[config.mk]
export PLATFORM = sky130hd
export DESIGN_NAME = timer16_capture_cascade_counter
export DESIGN_NICKNAME = d
export VERILOG_FILES = /design/src/hdl/tmr16_pkg.sv /design/src/hdl/ev8_if.sv /design/src/hdl/edge_sync.sv /design/src/hdl/event_counter8.sv /design/src/hdl/timer16_capture_cascade_counter.sv
export SDC_FILE = /design/constraint.sdc
export NUM_CORES = 1
export LEC_CHECK = 0
export BUFFER_PORTS_ARGS = -buffer_cell sky130_fd_sc_hd__buf_2
export CELL_PAD_IN_SITES_DETAIL_PLACEMENT = 1
export CELL_PAD_IN_SITES_GLOBAL_PLACEMENT = 1
export CORE_MARGIN = 2
export CORE_UTILIZATION = 49
export DETAILED_ROUTE_END_ITERATION = 8
export GPL_ROUTABILITY_DRIVEN = 0
export PLACE_DENSITY_LB_ADDON = 0.15
export SLEW_MARGIN = 30
export SYNTH_ARGS = -nofsm -noshare
export SYNTH_HDL_FRONTEND = slang
export SYNTH_SLANG_ARGS = --single-unit
[constraint.sdc]
create_clock -name mclk -period 9.5 [get_ports mclk]
set_input_delay 1.9 -clock mclk [delete_from_list [all_inputs] [get_ports mclk]]
set_output_delay 1.9 -clock mclk [all_outputs]
set_load 0.03 [all_outputs]
[src/hdl/tmr16_pkg.sv]
package tmr16_pkg;
    // ****************************************
    // bus and register map
    // ****************************************
    localparam int ADDR_W = 8;
    localparam logic [7:0] OFF_MODE = 8'h00;
    localparam logic [7:0] OFF_PRESC = 8'h04;
    localparam logic [7:0] OFF_REG_A = 8'h08;
    localparam logic [7:0] OFF_REG_B = 8'h0C;
    localparam logic [7:0] OFF_CNT16 = 8'h10;
    localparam logic [7:0] OFF_CMP8 = 8'h14;
    localparam logic [7:0] OFF_EVSEL = 8'h18;
    localparam logic [7:0] OFF_ISW = 8'h1C;
    localparam logic [7:0] OFF_CNT8 = 8'h20;
    localparam logic [7:0] OFF_STAT = 8'h24;
    localparam logic [7:0] OFF_MASK = 8'h28;
    localparam logic [1:0] RESP_OKAY = 2'h0;
    localparam logic [1:0] RESP_SLVERR = 2'h2;
    // ****************************************
    // field positions
    // ****************************************
    localparam int MODE_CAP_BIT = 0;
    localparam int MODE_OP_LSB = 2;
    localparam int MODE_ESA_LSB = 4;
    localparam int MODE_ESB_LSB = 6;
    localparam int ISW_GATE_BIT = 2;
    localparam int ST_EVA = 0;
    localparam int ST_EVB = 1;
    localparam int ST_P8 = 2;
    // ****************************************
    // encodings and reset values
    // ****************************************
    localparam logic [1:0] OP_STOP = 2'h0;
    localparam logic [1:0] OP_FREE = 2'h1;
    localparam logic [1:0] OP_CLR_EDGE = 2'h2;
    localparam logic [1:0] OP_CLR_MATCH = 2'h3;
    localparam logic [2:0] PSEL_EDGE_A = 3'h6;
    localparam logic [2:0] PSEL_CASCADE = 3'h7;
    localparam logic [1:0] ESEL_FALL = 2'h0;
    localparam logic [1:0] ESEL_RISE = 2'h1;
    localparam logic [1:0] ESEL_BOTH = 2'h2;
    localparam logic [1:0] ESEL_NONE = 2'h3;
    localparam int PRESC_W = 10;
    localparam int PRESC_STEP = 2;
    localparam logic [15:0] CNT16_RST = 16'h0000;
    localparam logic [7:0] CNT8_RST = 8'h00;
    localparam logic [7:0] CMP8_RST = 8'hFF;
endpackage : tmr16_pkg

[src/hdl/ev8_if.sv]
`timescale 1ns/100ps
interface ev8_if;
    logic pulse;
    logic clr;
    logic [7:0] cmp;
    logic [7:0] count;
    logic match;
    modport ctl (output pulse, output clr, output cmp, input count, input match);
    modport cnt (input pulse, input clr, input cmp, output count, output match);
endinterface : ev8_if

[src/hdl/edge_sync.sv]
`timescale 1ns/100ps
module edge_sync (
    input wire logic mclk,
    input wire logic reset,
    input wire logic pin,
    input wire logic [1:0] sel,
    output logic level,
    output logic edge_valid,
    output logic edge_opp
);
    import tmr16_pkg::*;

    typedef struct packed {
        logic s1;
        logic s2;
        logic s3;
        logic ev;
        logic op;
    } sync_t;

    sync_t st_r;
    sync_t st_nxt;
    logic rise;
    logic fall;

    always_comb begin
        rise = st_r.s2 & ~st_r.s3;
        fall = ~st_r.s2 & st_r.s3;
        st_nxt = st_r;
        st_nxt.s1 = pin;
        st_nxt.s2 = st_r.s1;
        st_nxt.s3 = st_r.s2;
        case (sel)
            ESEL_FALL: begin
                st_nxt.ev = fall;
                st_nxt.op = rise;
            end
            ESEL_RISE: begin
                st_nxt.ev = rise;
                st_nxt.op = fall;
            end
            ESEL_BOTH: begin
                st_nxt.ev = rise | fall;
                st_nxt.op = 1'b0;
            end
            default: begin
                st_nxt.ev = 1'b0;
                st_nxt.op = 1'b0;
            end
        endcase
    end

    always_ff @(posedge mclk or posedge reset) begin
        if (reset) begin
            st_r <= '0;
        end else begin
            st_r <= st_nxt;
        end
    end

    assign level = st_r.s3;
    assign edge_valid = st_r.ev;
    assign edge_opp = st_r.op;
endmodule : edge_sync

[src/hdl/event_counter8.sv]
`timescale 1ns/100ps
module event_counter8 (
    input wire logic mclk,
    input wire logic reset,
    ev8_if.cnt bus
);
    import tmr16_pkg::*;

    typedef struct packed {
        logic [7:0] count;
        logic match;
    } ev8_t;

    ev8_t st_r;
    ev8_t st_nxt;

    // counts gated event pulses; match clears and passes one pulse on
    always_comb begin
        st_nxt = st_r;
        st_nxt.match = 1'b0;
        if (bus.clr) begin
            st_nxt.count = CNT8_RST;
        end else if (bus.pulse) begin
            if (st_r.count == bus.cmp) begin
                st_nxt.count = CNT8_RST;
                st_nxt.match = 1'b1;
            end else begin
                st_nxt.count = st_r.count + 8'h01;
            end
        end
    end

    always_ff @(posedge mclk or posedge reset) begin
        if (reset) begin
            st_r <= '0;
        end else begin
            st_r <= st_nxt;
        end
    end

    assign bus.count = st_r.count;
    assign bus.match = st_r.match;
endmodule : event_counter8

[src/hdl/timer16_capture_cascade_counter.sv]
`timescale 1ns/100ps
module timer16_capture_cascade_counter (
    input wire logic mclk,
    input wire logic reset,
    input wire logic [tmr16_pkg::ADDR_W-1:0] awaddr,
    input wire logic awvalid,
    output logic awready,
    input wire logic [31:0] wdata,
    input wire logic [3:0] wstrb,
    input wire logic wvalid,
    output logic wready,
    output logic [1:0] bresp,
    output logic bvalid,
    input wire logic bready,
    input wire logic [tmr16_pkg::ADDR_W-1:0] araddr,
    input wire logic arvalid,
    output logic arready,
    output logic [31:0] rdata,
    output logic [1:0] rresp,
    output logic rvalid,
    input wire logic rready,
    input wire logic edge_input_a,
    input wire logic edge_input_b,
    input wire logic event_pin,
    input wire logic gate_timer_out,
    output logic event_a_irq,
    output logic event_b_irq,
    output logic prescale_irq,
    output logic irq
);
    import tmr16_pkg::*;

    // ****************************************
    // state
    // ****************************************
    typedef struct packed {
        logic aw_ok;
        logic [ADDR_W-1:0] aw_addr;
        logic w_ok;
        logic [31:0] w_data;
        logic [3:0] w_strb;
        logic bvalid;
        logic [1:0] bresp;
        logic rvalid;
        logic [1:0] rresp;
        logic [31:0] rdata;
        logic [1:0] op_mode;
        logic cap_en;
        logic [1:0] esel_a;
        logic [1:0] esel_b;
        logic [2:0] psel;
        logic [15:0] reg_a;
        logic [15:0] reg_b;
        logic [15:0] cnt;
        logic [PRESC_W-1:0] pc;
        logic [7:0] cmp8;
        logic cmp8_clr;
        logic [1:0] esel_ev;
        logic gate_en;
        logic [2:0] stat;
        logic [2:0] mask;
        logic ev_a;
        logic ev_b;
        logic ev_p8;
    } tmr_state_t;

    tmr_state_t st_r;
    tmr_state_t st_nxt;

    logic a_edge;
    logic a_opp;
    logic b_edge;
    logic ev_edge;
    logic gate_level;

    ev8_if ev8 ();

    // ****************************************
    // pin synchronisers and the 8-bit counter
    // ****************************************
    edge_sync u_sync_a (
        .mclk(mclk),
        .reset(reset),
        .pin(edge_input_a),
        .sel(st_r.esel_a),
        .level(),
        .edge_valid(a_edge),
        .edge_opp(a_opp)
    );

    edge_sync u_sync_b (
        .mclk(mclk),
        .reset(reset),
        .pin(edge_input_b),
        .sel(st_r.esel_b),
        .level(),
        .edge_valid(b_edge),
        .edge_opp()
    );

    edge_sync u_sync_ev (
        .mclk(mclk),
        .reset(reset),
        .pin(event_pin),
        .sel(st_r.esel_ev),
        .level(),
        .edge_valid(ev_edge),
        .edge_opp()
    );

    edge_sync u_sync_gate (
        .mclk(mclk),
        .reset(reset),
        .pin(gate_timer_out),
        .sel(ESEL_NONE),
        .level(gate_level),
        .edge_valid(),
        .edge_opp()
    );

    event_counter8 u_ev8 (
        .mclk(mclk),
        .reset(reset),
        .bus(ev8.cnt)
    );

    assign ev8.pulse = ev_edge & (~st_r.gate_en | gate_level);
    assign ev8.cmp = st_r.cmp8;
    assign ev8.clr = st_r.cmp8_clr;

    // ****************************************
    // helpers
    // ****************************************
    function automatic logic [31:0] merge(input logic [31:0] old_w, input logic [31:0] new_w,
                                          input logic [3:0] strb);
        logic [31:0] res;
        res = old_w;
        for (int i = 0; i < 4; i++) begin
            if (strb[i]) begin
                res[i*8 +: 8] = new_w[i*8 +: 8];
            end
        end
        return res;
    endfunction : merge

    function automatic logic presc_tick(input logic [2:0] sel, input logic [PRESC_W-1:0] pc);
        logic [PRESC_W-1:0] m;
        m = PRESC_W'((1 << (PRESC_STEP * int'(sel))) - 1);
        return (pc & m) == m;
    endfunction : presc_tick

    function automatic logic mapped(input logic [ADDR_W-1:0] a);
        case (a)
            OFF_MODE, OFF_PRESC, OFF_REG_A, OFF_REG_B, OFF_CNT16, OFF_CMP8,
            OFF_EVSEL, OFF_ISW, OFF_CNT8, OFF_STAT, OFF_MASK: return 1'b1;
            default: return 1'b0;
        endcase
    endfunction : mapped

    function automatic logic [31:0] rd_word(input tmr_state_t s, input logic [7:0] c8,
                                            input logic [ADDR_W-1:0] a);
        logic [31:0] w;
        w = 32'h0000_0000;
        case (a)
            OFF_MODE: begin
                w[MODE_CAP_BIT] = s.cap_en;
                w[MODE_OP_LSB +: 2] = s.op_mode;
                w[MODE_ESA_LSB +: 2] = s.esel_a;
                w[MODE_ESB_LSB +: 2] = s.esel_b;
            end
            OFF_PRESC: w[2:0] = s.psel;
            OFF_REG_A: w[15:0] = s.reg_a;
            OFF_REG_B: w[15:0] = s.reg_b;
            OFF_CNT16: w[15:0] = s.cnt;
            OFF_CMP8: w[7:0] = s.cmp8;
            OFF_EVSEL: w[1:0] = s.esel_ev;
            OFF_ISW: w[ISW_GATE_BIT] = s.gate_en;
            OFF_CNT8: w[7:0] = c8;
            OFF_STAT: w[2:0] = s.stat;
            OFF_MASK: w[2:0] = s.mask;
            default: w = 32'h0000_0000;
        endcase
        return w;
    endfunction : rd_word

    // ****************************************
    // next state
    // ****************************************
    logic tick;
    logic do_wr;
    logic [31:0] wr_w;
    logic cap_a;
    logic cap_b;
    logic [2:0] w1c;

    always_comb begin
        st_nxt = st_r;
        st_nxt.ev_a = 1'b0;
        st_nxt.ev_b = 1'b0;
        st_nxt.ev_p8 = ev8.match;
        st_nxt.cmp8_clr = 1'b0;
        w1c = 3'h0;
        tick = 1'b0;
        cap_a = 1'b0;
        cap_b = 1'b0;

        // write channel: address and data taken in either order
        if (awvalid && awready) begin
            st_nxt.aw_ok = 1'b1;
            st_nxt.aw_addr = awaddr;
        end
        if (wvalid && wready) begin
            st_nxt.w_ok = 1'b1;
            st_nxt.w_data = wdata;
            st_nxt.w_strb = wstrb;
        end
        if (st_r.bvalid && bready) begin
            st_nxt.bvalid = 1'b0;
        end
        do_wr = st_r.aw_ok & st_r.w_ok & ~st_r.bvalid;
        wr_w = merge(rd_word(st_r, ev8.count, st_r.aw_addr), st_r.w_data, st_r.w_strb);
        if (do_wr) begin
            st_nxt.aw_ok = 1'b0;
            st_nxt.w_ok = 1'b0;
            st_nxt.bvalid = 1'b1;
            st_nxt.bresp = mapped(st_r.aw_addr) ? RESP_OKAY : RESP_SLVERR;
            case (st_r.aw_addr)
                OFF_MODE: begin
                    st_nxt.cap_en = wr_w[MODE_CAP_BIT];
                    st_nxt.op_mode = wr_w[MODE_OP_LSB +: 2];
                    st_nxt.esel_a = wr_w[MODE_ESA_LSB +: 2];
                    st_nxt.esel_b = wr_w[MODE_ESB_LSB +: 2];
                end
                OFF_PRESC: st_nxt.psel = wr_w[2:0];
                OFF_REG_A: st_nxt.reg_a = wr_w[15:0];
                OFF_REG_B: st_nxt.reg_b = wr_w[15:0];
                OFF_CMP8: begin
                    st_nxt.cmp8 = wr_w[7:0];
                    st_nxt.cmp8_clr = 1'b1;
                end
                OFF_EVSEL: st_nxt.esel_ev = wr_w[1:0];
                OFF_ISW: st_nxt.gate_en = wr_w[ISW_GATE_BIT];
                OFF_STAT: w1c = st_r.w_data[2:0] & {3{st_r.w_strb[0]}};
                OFF_MASK: st_nxt.mask = wr_w[2:0];
                default: st_nxt.bresp = RESP_SLVERR;
            endcase
        end

        // read channel
        if (arvalid && arready) begin
            st_nxt.rvalid = 1'b1;
            st_nxt.rdata = rd_word(st_r, ev8.count, araddr);
            st_nxt.rresp = mapped(araddr) ? RESP_OKAY : RESP_SLVERR;
        end else if (st_r.rvalid && rready) begin
            st_nxt.rvalid = 1'b0;
        end

        // count clock
        st_nxt.pc = st_r.pc + PRESC_W'(1);
        if (st_r.psel == PSEL_CASCADE) begin
            tick = ev8.match;
        end else if (st_r.psel != PSEL_EDGE_A) begin
            tick = presc_tick(st_r.psel, st_r.pc);
        end

        // 16-bit counter, compare and capture
        if (st_r.op_mode == OP_STOP) begin
            st_nxt.cnt = CNT16_RST;
        end else if (st_r.psel == PSEL_EDGE_A) begin
            st_nxt.cnt = CNT16_RST;
        end else if (st_r.cap_en && (b_edge || a_opp || a_edge)) begin
            cap_a = b_edge | a_opp;
            cap_b = a_edge;
            if (cap_a) begin
                st_nxt.reg_a = st_r.cnt;
                st_nxt.ev_a = 1'b1;
            end
            if (cap_b) begin
                st_nxt.reg_b = st_r.cnt;
                st_nxt.ev_b = 1'b1;
            end
            if (st_r.op_mode == OP_CLR_EDGE) begin
                st_nxt.cnt = CNT16_RST;
            end
        end else if (st_r.op_mode == OP_CLR_EDGE && a_edge) begin
            st_nxt.cnt = CNT16_RST;
        end else if (tick) begin
            if (!st_r.cap_en && st_r.cnt == st_r.reg_a) begin
                st_nxt.ev_a = 1'b1;
            end
            if (!st_r.cap_en && st_r.cnt == st_r.reg_b) begin
                st_nxt.ev_b = 1'b1;
            end
            if (st_r.op_mode == OP_CLR_MATCH && st_r.cnt == st_r.reg_a) begin
                st_nxt.cnt = CNT16_RST;
                st_nxt.ev_a = 1'b1;
            end else begin
                st_nxt.cnt = st_r.cnt + 16'h0001;
            end
        end

        // sticky status: a new event wins over a clear in the same cycle
        st_nxt.stat = (st_r.stat & ~w1c);
        st_nxt.stat[ST_EVA] = st_nxt.stat[ST_EVA] | st_nxt.ev_a;
        st_nxt.stat[ST_EVB] = st_nxt.stat[ST_EVB] | st_nxt.ev_b;
        st_nxt.stat[ST_P8] = st_nxt.stat[ST_P8] | st_nxt.ev_p8;
    end

    // ****************************************
    // registers
    // ****************************************
    always_ff @(posedge mclk or posedge reset) begin
        if (reset) begin
            st_r <= '0;
            st_r.cmp8 <= CMP8_RST;
            st_r.cnt <= CNT16_RST;
        end else begin
            st_r <= st_nxt;
        end
    end

    // ****************************************
    // outputs
    // ****************************************
    assign awready = ~st_r.aw_ok & ~st_r.bvalid;
    assign wready = ~st_r.w_ok & ~st_r.bvalid;
    assign bvalid = st_r.bvalid;
    assign bresp = st_r.bresp;
    assign arready = ~st_r.rvalid;
    assign rvalid = st_r.rvalid;
    assign rdata = st_r.rdata;
    assign rresp = st_r.rresp;
    assign event_a_irq = st_r.ev_a;
    assign event_b_irq = st_r.ev_b;
    assign prescale_irq = st_r.ev_p8;
    assign irq = |(st_r.stat & st_r.mask);
endmodule : timer16_capture_cascade_counter

# == Word level (Yosys, flattened, before mapping) ==
# Cells that the tools add are included.
# classes
n_addsub,4
eq_ne,36
n_shift,1
mux,68
bitwise_logic,35
reduce_logical,36
# ops
cell,n
16-bit two-way mux,11
32-bit two-way mux,4
"8-bit by 5-bit == test with 1-bit output, second input constant",8
5-bit case mux with 6 select lines,2
"8-bit by 6-bit == test with 1-bit output, second input constant",6
8-bit two-way mux,5
1-bit case mux with 10 select lines,4
37-bit two-way mux,1
16-bit == test,2
"8-bit by 4-bit == test with 1-bit output, second input constant",4
8-bit case mux with 3 select lines,1
11-bit OR reduction,2
1-bit two-way mux,20
2-bit two-way mux,9
9-bit two-way mux,2
1-bit case mux with 9 select lines,2
2-bit case mux with 3 select lines,3
"16-bit by 1-bit adder with 16-bit output, second input constant",1
"8-bit by 3-bit == test with 1-bit output, second input constant",2
8-bit logical NOT,2
2-bit AND reduction,7
1-bit bitwise AND,11
1-bit NOT,11
"10-bit by 1-bit adder with 10-bit output, second input constant",1
other kinds (24),59
# totals
ff_bits,182
in_bits,63
output_inout_bits,45
elab_cells,226

# == Logic depth before layout (Yosys ltp) ==
# Gate-level depths: netlist (run 1).
# depth
word_depth,12
mapped_depth,11
ltp_nobuf,9

# == Cells and area by module ==
# Synthesis (run 1) repeated with hierarchy kept, for this count alone.
# hier_totals
cells_unflattened,1012
hier_area_um2,9609.2
# modules_own_cells
module,instances,cells_each,area_per_inst_um2,seq_area_each_um2
timer16_capture_cascade_counter,1,890,8246.7,3438.3
edge_sync,4,15,197.7,125.1
event_counter8,1,62,571.8,225.2

# == Worst setup path after synthesis (run 1) ==
# OpenSTA, ideal clock, no wires.
# synth_timing
kind,input to register
from,input port araddr[1] in the netlist's numbering
to,"register st_r, in the netlist rdata[1]"
arrival_ns,3.279
required_ns,9.436
setup_slack_ns,6.157
path_stages,6
path_cell_list,or4_1 -> nor4_1 -> buf_2 -> a32oi_1 -> a31oi_1 -> a21o_1
# synth_via
elab_chain_len,2
word_cells_on_any_way,10
classes_between,9 x eq/ne; 1 x mux
# synth_lines
element,line_no,text
start: declaration,timer16_capture_cascade_counter.sv:15,"input wire logic [tmr16_pkg::ADDR_W-1:0] araddr,"
"8-bit by 6-bit == test with 1-bit output, or another cell as far along",timer16_capture_cascade_counter.sv:164,case (a)
1-bit case mux with 9 select lines *,timer16_capture_cascade_counter.sv:164,
end signal: assignment,timer16_capture_cascade_counter.sv:318,st_r <= st_nxt;
end: declaration,timer16_capture_cascade_counter.sv:67,tmr_state_t st_r;
# Every way passes the cells marked *; elsewhere a longest branch is shown, timed or not.
# A chain may end at the register's enable or synchronous reset.

==> flow_summary.json, run 1 <==
{
  "crit_cells": 6,
  "cp_data_arrival_time_ns": 4.19,
  "critPathTopFamily": "simple AND/OR/NAND/NOR gates",
  "start_kind": "flip-flop",
  "regToRegSetupSlack_ns": 5.61,
  "crit_path_cell_trace": "nor4_4 -> and3_1 -> nand2_1 -> and3_1 -> a21oi_1 -> o31ai_1",
  "nFillCells": 2235,
  "fin_crit_ns": 3.89,
  "final_antenna_net_count": 0,
  "slew-limit-headroom_pct": 34.5,
  "dieWidth_um": 144,
  "drv_slew": 0,
  "antennaDiodeCount": 0,
  "grt_max_degree": 97,
  "placed_cell_area_mm2": 0.00976,
  "io_pins": 108,
  "seq_area_frac_synth_pct": 42.6,
  "clk_pin_slew_ns": 0.07,
  "grt.met3_usage_pct": 6.06,
  "clk_path_buf_depth": 2,
  "clock_sinks": 162,
  "cp_max_fo": 22,
  "drive_gt1_share_pct": 18.4,
  "ys_warn_count": 0,
  "fin_worst_skew_ns": 0.00923,
  "synth-main-ff-cell": "dfrtp_1",
  "power_leakage_nw": 4.50,
  "critPathKind": "flip-flop to flip-flop",
  "holdPathStages": 0,
  "core-area_mm2": 0.0193,
  "max-cap-violations": 0,
  "drc": 0,
  "wire_per_inst_um": 22.5,
  "nets": 1090,
  "antenna_found_initial": 0,
  "cts_resized": 0,
  "insertion_delay_ns": 0.44,
  "cp_slowest_cell": "nor4_4",
  "cts_max_level": 4,
  "end_kind": "flip-flop",
  "gr-usage-met2_pct": 45.1,
  "outcome": "finished, final reports clean",
  "dieHeight_um": 144,
  "regArea_mm2": 0.00406,
  "post_cts_buffers": 0,
  "worst_pin_slew_ns": 0.983,
  "synth_area_leaders": "dfrtp_1 (40%), mux2_2 (5.1%), nand2_1 (4.3%), o21ai_0 (3.7%), buf_4 (3.4%)",
  "drt-vias-per-instance": 6.13,
  "area_growth_pct": 8.60,
  "multi_input_comb_area_mm2": 0.00489,
  "grt_util_all_layers_pct": 29.6,
  "min_path_type": "flip-flop to flip-flop",
  "cp_num_buf_inv": 0,
  "synth_top_area_share_pct": 40.4,
  "synth_cell_types": 83,
  "avgSynthCellArea_um2": 9.51,
  "cts-root-buf": "clkbuf_16",
  "tns_ns": 0,
  "first_pass_iters": 5,
  "start_util_pct": 49.5,
  "grt.met1_usage_pct": 42.1,
  "power_mw": 2.71,
  "final.period_utilization_pct": 41.0,
  "tritoncts": "yes",
  "top_usage_layer": "met2",
  "p_per_area_mw_per_mm2": 261,
  "cp_common_cell": "and3_1",
  "synth_area_mm2": 0.00955,
  "rows": 51,
  "yosys.area.top_type": "dfrtp_1",
  "irDropWorstVdd_mv": 0.138,
  "required_ns": 9.79,
  "hold_violations": 0,
  "dp_hpwl_um": 20100,
  "gr-total-overflow": 0,
  "fin_area_mm2": 0.0104,
  "dieArea_mm2": 0.0206,
  "cts_buffers": 17,
  "drt_iter0_markers": 794,
  "fmax_mhz": 257,
  "via_count": 7944,
  "drt-total-wl_um": 29200,
  "synth_cells": 1004,
  "reg2regPathDepth": 6,
  "io_buffers": 71,
  "finalSetupViolations": 0,
  "grt_pass1_vias": 7955,
  "rsz0062_at_grt": "no",
  "grt_pass1_wl_um": 46300,
  "ys_async_sr_fraction_pct": 100,
  "ys_seq_elements": 162,
  "postCtsHoldBufs": 0,
  "cp_slowest_stage_delay_ns": 0.88,
  "synth-edff-count": 0
}
## worst paths after layout
kind / from / end
min in group asynchronous: reset / st_r[23]
max in group asynchronous: reset / ev8.cmp[5]
max: st_r[168] / st_r[48]
min reg2reg: u_sync_a.st_nxt[3] / u_sync_a.st_nxt[2]
min: u_sync_a.st_nxt[3] / u_sync_a.st_nxt[2]
max reg2reg: st_r[168] / st_r[48]
## report_power, final
part | total (mW) | internal (mW) | switching, mW | leakage (nW)
combinational | 0.910 | 0.376 | 0.534 | 2.13
clock | 0.660 | 0.343 | 0.317 | 0.275
sequential | 1.14 | 0.845 | 0.293 | 2.10
total | 2.71 | 1.56 | 1.14 | 4.50
## registers in the layout, indices dropped and copies added, names as in the netlist, 2 cells and up
name	cells
st_r	105
rdata	16
ev8.cmp	8
u_ev8.bus.count	8
u_sync_a.st_nxt	2
u_sync_b.st_nxt	2
u_sync_ev.st_nxt	2
u_sync_gate.st_nxt	2
## cell usage in the layout, fill, tap and decap left out, drive strengths merged, types with 29 or more instances in the layout
cell type  count
nand2        109
o21ai         92
xnor2         29
nor2          54
nand3         29
mux2          43
a21oi         63
dfrtp        154
inv           33
buf           77
## cells by family (layout without fill, tap and decap cells)
family                     count (synthesis)  in the layout  share of synthesized area (%)
muxes                                     70             70                           8.17
AOI/OAI and AO/OA                        286            286                           19.9
adders and majority gates                 10             10                           1.31
buffers and inverters                    126            135                           7.08
and+or+nand+nor                          301            301                           16.5
xor gates and xnor gates                  48             48                           4.40
DFF                                      162            162                           42.6
other                                      1             18                         0.0393
## synthesized netlist by cell type, types with 3 or more instances
| master | instances |
|---|---|
| o31ai_2 | 3 |
| a21o_1 | 12 |
| o21ai_1 | 20 |
| nor2_1 | 54 |
| or4_1 | 6 |
| o2bb2ai_1 | 4 |
| and3b_1 | 3 |
| a21oi_1 | 62 |
| buf_2 | 21 |
| a32o_1 | 3 |
| nand3b_1 | 8 |
| buf_1 | 3 |
| ha_1 | 10 |
| dfrtp_1 | 154 |
| a22oi_1 | 24 |
| and3_1 | 19 |
| o21a_1 | 8 |
| dfstp_2 | 8 |
| nor4b_4 | 3 |
| inv_1 | 26 |
| and4_1 | 3 |
| nand4_1 | 12 |
| o31ai_1 | 10 |
| nor2b_1 | 15 |
| nand3_1 | 29 |
| a22o_1 | 8 |
| mux2i_1 | 25 |
| nand2_1 | 109 |
| nand2b_1 | 5 |
| and2_1 | 10 |
| mux2_2 | 43 |
| o22ai_1 | 7 |
| clkbuf_1 | 31 |
| xnor2_1 | 29 |
| buf_4 | 43 |
| a31oi_1 | 13 |
| xor2_1 | 19 |
| a221oi_1 | 4 |
| a32oi_1 | 5 |
| nor4_1 | 7 |
| o21ai_0 | 70 |
| nor3_1 | 5 |
## routing by layer
metal / wire length (µm) / vias up
met5: 0 / -
li1: - / 3587
met1: 12900 / 3985
met2: 13100 / 319
met4: 755 / 0
met3: 2360 / 53
## metrics by stage
stage	cells	utilization, %	worst slack [ns]	hold WS, ns
after floorplan	1021	-	3.24	0.331
after global placement	1261	50.6	5.58	0.333
after detailed placement	1261	50.7	5.50	0.336
after CTS	1293	53.5	5.66	0.351
after global routing	1295	53.8	5.37	0.356
final	1295	53.8	5.61	0.352
## worst reg2reg max path, stage by stage, from the launching register on
cell     delay, ns
dfrtp_1       0.64
nor4_4        0.89
and3_1        0.87
nand2_1       0.73
and3_1        0.43
a21oi_1       0.11
o31ai_1       0.09
## layout make-up
class,instances,area share (%)
tap,265,3.20
multi-input combinational,733,47.1
inverter,26,0.990
sequential,162,39.2
timing repair buffer,77,4.18
clock inverter,14,1.17
clock buffer,18,4.14
(Power assumes the default switching activity.)
==> run 2, diff against run 1 <==
--- a/config.mk
+++ b/config.mk
@@ -9,7 +9,7 @@
 export CELL_PAD_IN_SITES_DETAIL_PLACEMENT = 1
 export CELL_PAD_IN_SITES_GLOBAL_PLACEMENT = 1
 export CORE_MARGIN = 2
-export CORE_UTILIZATION = 49
+export CORE_UTILIZATION = 46
 export DETAILED_ROUTE_END_ITERATION = 8
 export GPL_ROUTABILITY_DRIVEN = 0
 export PLACE_DENSITY_LB_ADDON = 0.15
==> constraint.sdc (replaced) <==
create_clock -name mclk -period 4.03 [get_ports mclk]
set_input_delay 0.806 -clock mclk [delete_from_list [all_inputs] [get_ports mclk]]
set_output_delay 0.806 -clock mclk [all_outputs]
set_load 0.03 [all_outputs]
==> flow_summary.json, run 2 (synthesis gave the netlist of run 1 again) <==
{
  "outcome": "finished, final reports clean",
  "cp_slowest_stage_delay_ns": 0.62,
  "start_util_pct": 47.0,
  "via_count": 7979,
  "slew-limit-headroom_pct": 37.2,
  "gr-total-overflow": 0,
  "clk_pin_slew_ns": 0.07,
  "final_antenna_net_count": 0,
  "grt_max_degree": 163,
  "dieWidth_um": 148,
  "cts_max_level": 4,
  "io_pins": 108,
  "regToRegSetupSlack_ns": 1.02,
  "cts_resized": 0,
  "tns_ns": 0,
  "start_kind": "flip-flop",
  "fin_worst_skew_ns": 0.0113,
  "dp_hpwl_um": 20600,
  "grt_pass1_wl_um": 47100,
  "drc": 0,
  "p_per_area_mw_per_mm2": 618,
  "min_path_type": "flip-flop to flip-flop",
  "drt-total-wl_um": 29400,
  "final.period_utilization_pct": 74.8,
  "nets": 1102,
  "final_common_cell": "dfrtp_1",
  "hold_violations": 0,
  "cp_slowest_cell": "dfrtp_1",
  "rows": 52,
  "core-area_mm2": 0.0203,
  "cts-root-buf": "clkbuf_16",
  "fmax_mhz": 332,
  "antenna_found_initial": 0,
  "power_leakage_nw": 4.57,
  "fin_crit_ns": 3.01,
  "post_cts_buffers": 0,
  "grt_pass1_vias": 8055,
  "max-cap-violations": 0,
  "instances_no_fill": 1312,
  "drive_gt1_share_pct": 19.4,
  "largest_reg_flops": 105,
  "drt-vias-per-instance": 6.08,
  "first_pass_iters": 6,
  "area_growth_pct": 9.63,
  "cp_data_arrival_time_ns": 3.31,
  "dp_cells": 1280,
  "postCtsHoldBufs": 0,
  "worst_pin_slew_ns": 0.937,
  "clk_path_buf_depth": 2,
  "irDropWorstVdd_mv": 0.455,
  "top_register": "st_r",
  "tritoncts": "yes",
  "critPathKind": "flip-flop to flip-flop",
  "crit_path_cell_trace": "nor4_4 -> buf_4 -> and3_1 -> buf_4 -> nand2_1 -> and3_1 -> a21oi_1 -> o31ai_1",
  "io_buffers": 71,
  "mostFrequentLayoutCells": "dfrtp_1 (154), nand2_1 (108), buf_2 (71)",
  "cp_max_fo": 22,
  "drv_slew": 0,
  "antennaDiodeCount": 0,
  "insertion_delay_ns": 0.44,
  "dieHeight_um": 148,
  "clock_sinks": 162,
  "grt_util_all_layers_pct": 27.8,
  "wire_per_inst_um": 22.4,
  "rsz0062_at_grt": "no",
  "end_kind": "flip-flop",
  "drt_iter0_markers": 647,
  "dieArea_mm2": 0.0219,
  "required_ns": 4.33,
  "cts_buffers": 17,
  "finalSetupViolations": 0
}
run 2: final cells by class:
type	instances	area, µm²
fillers	2367	9830
multi-input cells	733	4890
flip-flops and latches	162	4060
repair buffers	89	503
clock buffers	18	429
well taps	270	338
clock inverters	14	145
inverters	26	101
run 2: stage by stage:
stage / instance area (µm²) / hold slack [ns] / utilization [%] / setup WS, ns / power (mW)
floorplan: 9610 / 0.331 / - / 1.17 / 4.09
global placement: 9880 / 0.334 / 48.7 / 1.15 / 4.76
detailed placement: 9890 / 0.336 / 48.7 / 1.06 / 4.82
CTS: 10500 / 0.353 / 51.5 / 1.04 / 6.46
global route: 10500 / 0.360 / 51.6 / 0.907 / 6.80
finish: 10500 / 0.351 / 51.6 / 1.02 / 6.47
run 2: worst paths after layout:
check,cells past startpoint,endpoint,from
setup / recovery,8,st_r[48],st_r[168]
hold / removal,0,u_sync_ev.st_nxt[2],u_sync_ev.st_nxt[3]
setup reg to reg,8,st_r[48],st_r[168]
hold reg to reg,0,u_sync_ev.st_nxt[2],u_sync_ev.st_nxt[3]
max in group asynchronous,3,st_r[66],reset
min in group asynchronous,3,st_r[23],reset
run 2: metal layers:
metal | wire [µm] | track usage [%]
met1 | 13900 | 40.7
met5 | 0 | 0
met4 | 459 | 6.29
met3 | 1640 | 5.00
met2 | 13300 | 43.3
run 2: worst max-delay path, delay by kind of cell (launching register included):
kind                   cells  cell delay [ns]
AND/OR/NAND/NOR            4             1.52
flip-flops                 1             0.62
buffers and inverters      2             0.52
AO/OA/AOI/OAI              2             0.20
run 2: report_power, final:
part | total [mW] | switching, mW | internal, mW | leakage (nW)
clock network | 1.62 | 0.749 | 0.872 | 0.286
logic | 2.21 | 1.30 | 0.914 | 2.19
registers | 2.64 | 0.647 | 1.99 | 2.10
total | 6.47 | 2.69 | 3.78 | 4.57
==> run 3, diff against run 2 <==
--- a/config.mk
+++ b/config.mk
@@ -9,7 +9,7 @@
 export CELL_PAD_IN_SITES_DETAIL_PLACEMENT = 1
 export CELL_PAD_IN_SITES_GLOBAL_PLACEMENT = 1
 export CORE_MARGIN = 2
-export CORE_UTILIZATION = 46
+export CORE_UTILIZATION = 41
 export DETAILED_ROUTE_END_ITERATION = 8
 export GPL_ROUTABILITY_DRIVEN = 0
 export PLACE_DENSITY_LB_ADDON = 0.15
==> constraint.sdc (replaced) <==
create_clock -name mclk -period 2.7 [get_ports mclk]
set_input_delay 0.54 -clock mclk [delete_from_list [all_inputs] [get_ports mclk]]
set_output_delay 0.54 -clock mclk [all_outputs]
set_load 0.03 [all_outputs]
==> flow_summary.json, run 3 (synthesis gave the netlist of run 1 again) <==
{
  "outcome": "finished, final reports clean",
  "antenna_found_initial": 1,
  "critPathKind": "flip-flop to flip-flop",
  "drt_iter0_markers": 511,
  "tns_ns": 0,
  "drc": 0,
  "nets": 1140,
  "top_register": "st_r",
  "holdWs_ns": 0.0302,
  "fin_area_mm2": 0.0109,
  "regToRegStartpoint": "st_r[81]",
  "largest_reg_flops": 105,
  "finalSetupViolations": 0,
  "cp_slowest_cell": "or4_1",
  "worst_pin_slew_ns": 0.580,
  "tritoncts": "yes",
  "dp_hpwl_um": 22200,
  "crit_start": "st_r[81]",
  "wire_per_inst_um": 21.7,
  "fmax_mhz": 381,
  "final.period_utilization_pct": 97.3,
  "critPathTopFamily": "simple AND/OR/NAND/NOR gates",
  "cts_max_level": 4,
  "grt_pass1_wl_um": 47500,
  "grt_max_degree": 77,
  "power_leakage_nw": 4.76,
  "max-cap-violations": 0,
  "rr_endpoint": "st_r[38]",
  "end_kind": "flip-flop",
  "crit_cells": 8,
  "regToRegSetupSlack_ns": 0.07,
  "drive_gt1_share_pct": 22.9,
  "min_path_type": "primary input to asynchronous set/reset pin",
  "io_pins": 108,
  "rsz0062_at_grt": "yes",
  "rows": 55,
  "clock_sinks": 162,
  "crit_end": "st_r[38]",
  "dieHeight_um": 157,
  "crit_path_cell_trace": "or3_1 -> ha_2 -> nor2b_1 -> o31ai_2 -> and3_4 -> a211oi_4 -> or4_1 -> a21oi_2",
  "area_growth_pct": 13.8,
  "p_per_area_mw_per_mm2": 915,
  "mostFrequentLayoutCells": "dfrtp_1 (154), nand2_1 (109), buf_2 (71)",
  "start_kind": "flip-flop",
  "reg2regPathDepth": 8,
  "placed_cell_area_mm2": 0.0102,
  "clk_pin_slew_ns": 0.07,
  "drt-total-wl_um": 30200,
  "hold_violations": 0,
  "final_common_cell": "dfrtp_1",
  "gr-total-overflow": 0,
  "final_antenna_net_count": 0,
  "drv_slew": 0,
  "cts-root-buf": "clkbuf_16",
  "grt_pass1_vias": 7925,
  "fin_worst_skew_ns": 0.0126,
  "power_mw": 9.94,
  "via_count": 7961,
  "postCtsHoldBufs": 0,
  "required_ns": 3.07,
  "grt_util_all_layers_pct": 25.7,
  "cp_max_fo": 9,
  "first_pass_iters": 5,
  "slew-limit-headroom_pct": 61.0,
  "dieWidth_um": 157,
  "clk_path_buf_depth": 2,
  "io_buffers": 71,
  "drt-vias-per-instance": 5.71,
  "insertion_delay_ns": 0.45,
  "irDropWorstVdd_mv": 0.465,
  "cts_buffers": 17,
  "start_util_pct": 41.9,
  "cp_slowest_stage_delay_ns": 0.55,
  "fin_util_pct": 47.7,
  "cp_num_buf_inv": 0,
  "fin_crit_ns": 2.63,
  "core-area_mm2": 0.0228,
  "dieArea_mm2": 0.0245,
  "cp_data_arrival_time_ns": 3.00
}
[run 3: stage by stage]
stage | setup slack [ns] | instances
4_1_cts | 0.0318 | 1392
6_report | 0.0727 | 1394
5_1_grt | -0.0291 | 1393
3_3_place_gp | 0.0934 | 1360
3_5_place_dp | 0.0228 | 1360
2_1_floorplan | 0.110 | 1021
[run 3: final cells by class]
type / count / area (µm²)
Tap cell: 313 / 392
Fill cell: 2603 / 11900
Clock inverter: 15 / 165
Clock buffer: 17 / 425
Timing Repair Buffer: 127 / 801
Multi-Input combinational cell: 733 / 4910
Inverter: 26 / 101
Antenna cell: 1 / 2.50
Sequential cell: 162 / 4060
[run 3: what timing repair did]
| item | in CTS | in global routing |
|---|---|---|
| gates resized for setup | 1 | 8 |
| gates cloned | 0 | 0 |
| pin swaps | 1 | 2 |
| setup endpoints to repair | 2 | 5 |
| setup buffers | 0 | 1 |
[run 3: worst min-delay path by stage]
stage	from	cells after the start	slack [ns]	to
floorplan	u_sync_a.st_nxt[3]	0	0.33	u_sync_a.st_nxt[2]
global placement	u_sync_ev.st_nxt[3]	0	0.33	u_sync_ev.st_nxt[2]
detailed placement	u_sync_gate.st_nxt[3]	0	0.34	u_sync_gate.st_nxt[2]
CTS	reset	2	0.03	st_r[26]
global route	reset	2	0.04	st_r[26]
finish	reset	2	0.03	st_r[26]
[run 3: metal layers]
metal  vias up  track usage, %  share of wire, %
li1       3684               -                 -
met1      3962            38.1                48
met4         0            7.12               1.7
met3        34            3.71               6.0
met2       281            39.2                45
met5         -               0                 0
[run 3: report_power, final]
part | total [mW] | switching, mW | leakage (nW) | internal [mW]
Sequential | 3.89 | 0.919 | 2.10 | 2.97
Combinational | 3.59 | 2.01 | 2.38 | 1.59
Clock | 2.46 | 1.21 | 0.284 | 1.24
Total | 9.94 | 4.14 | 4.76 | 5.80
[run 3: worst register-to-register path, cell delays in order, from the launching register on]
cell and delay, ns:
dfrtp_1 0.41, or3_1 0.39, ha_2 0.21, nor2b_1 0.14, o31ai_2 0.34, and3_4 0.28, a211oi_4 0.10, or4_1 0.56
a21oi_2 0.14
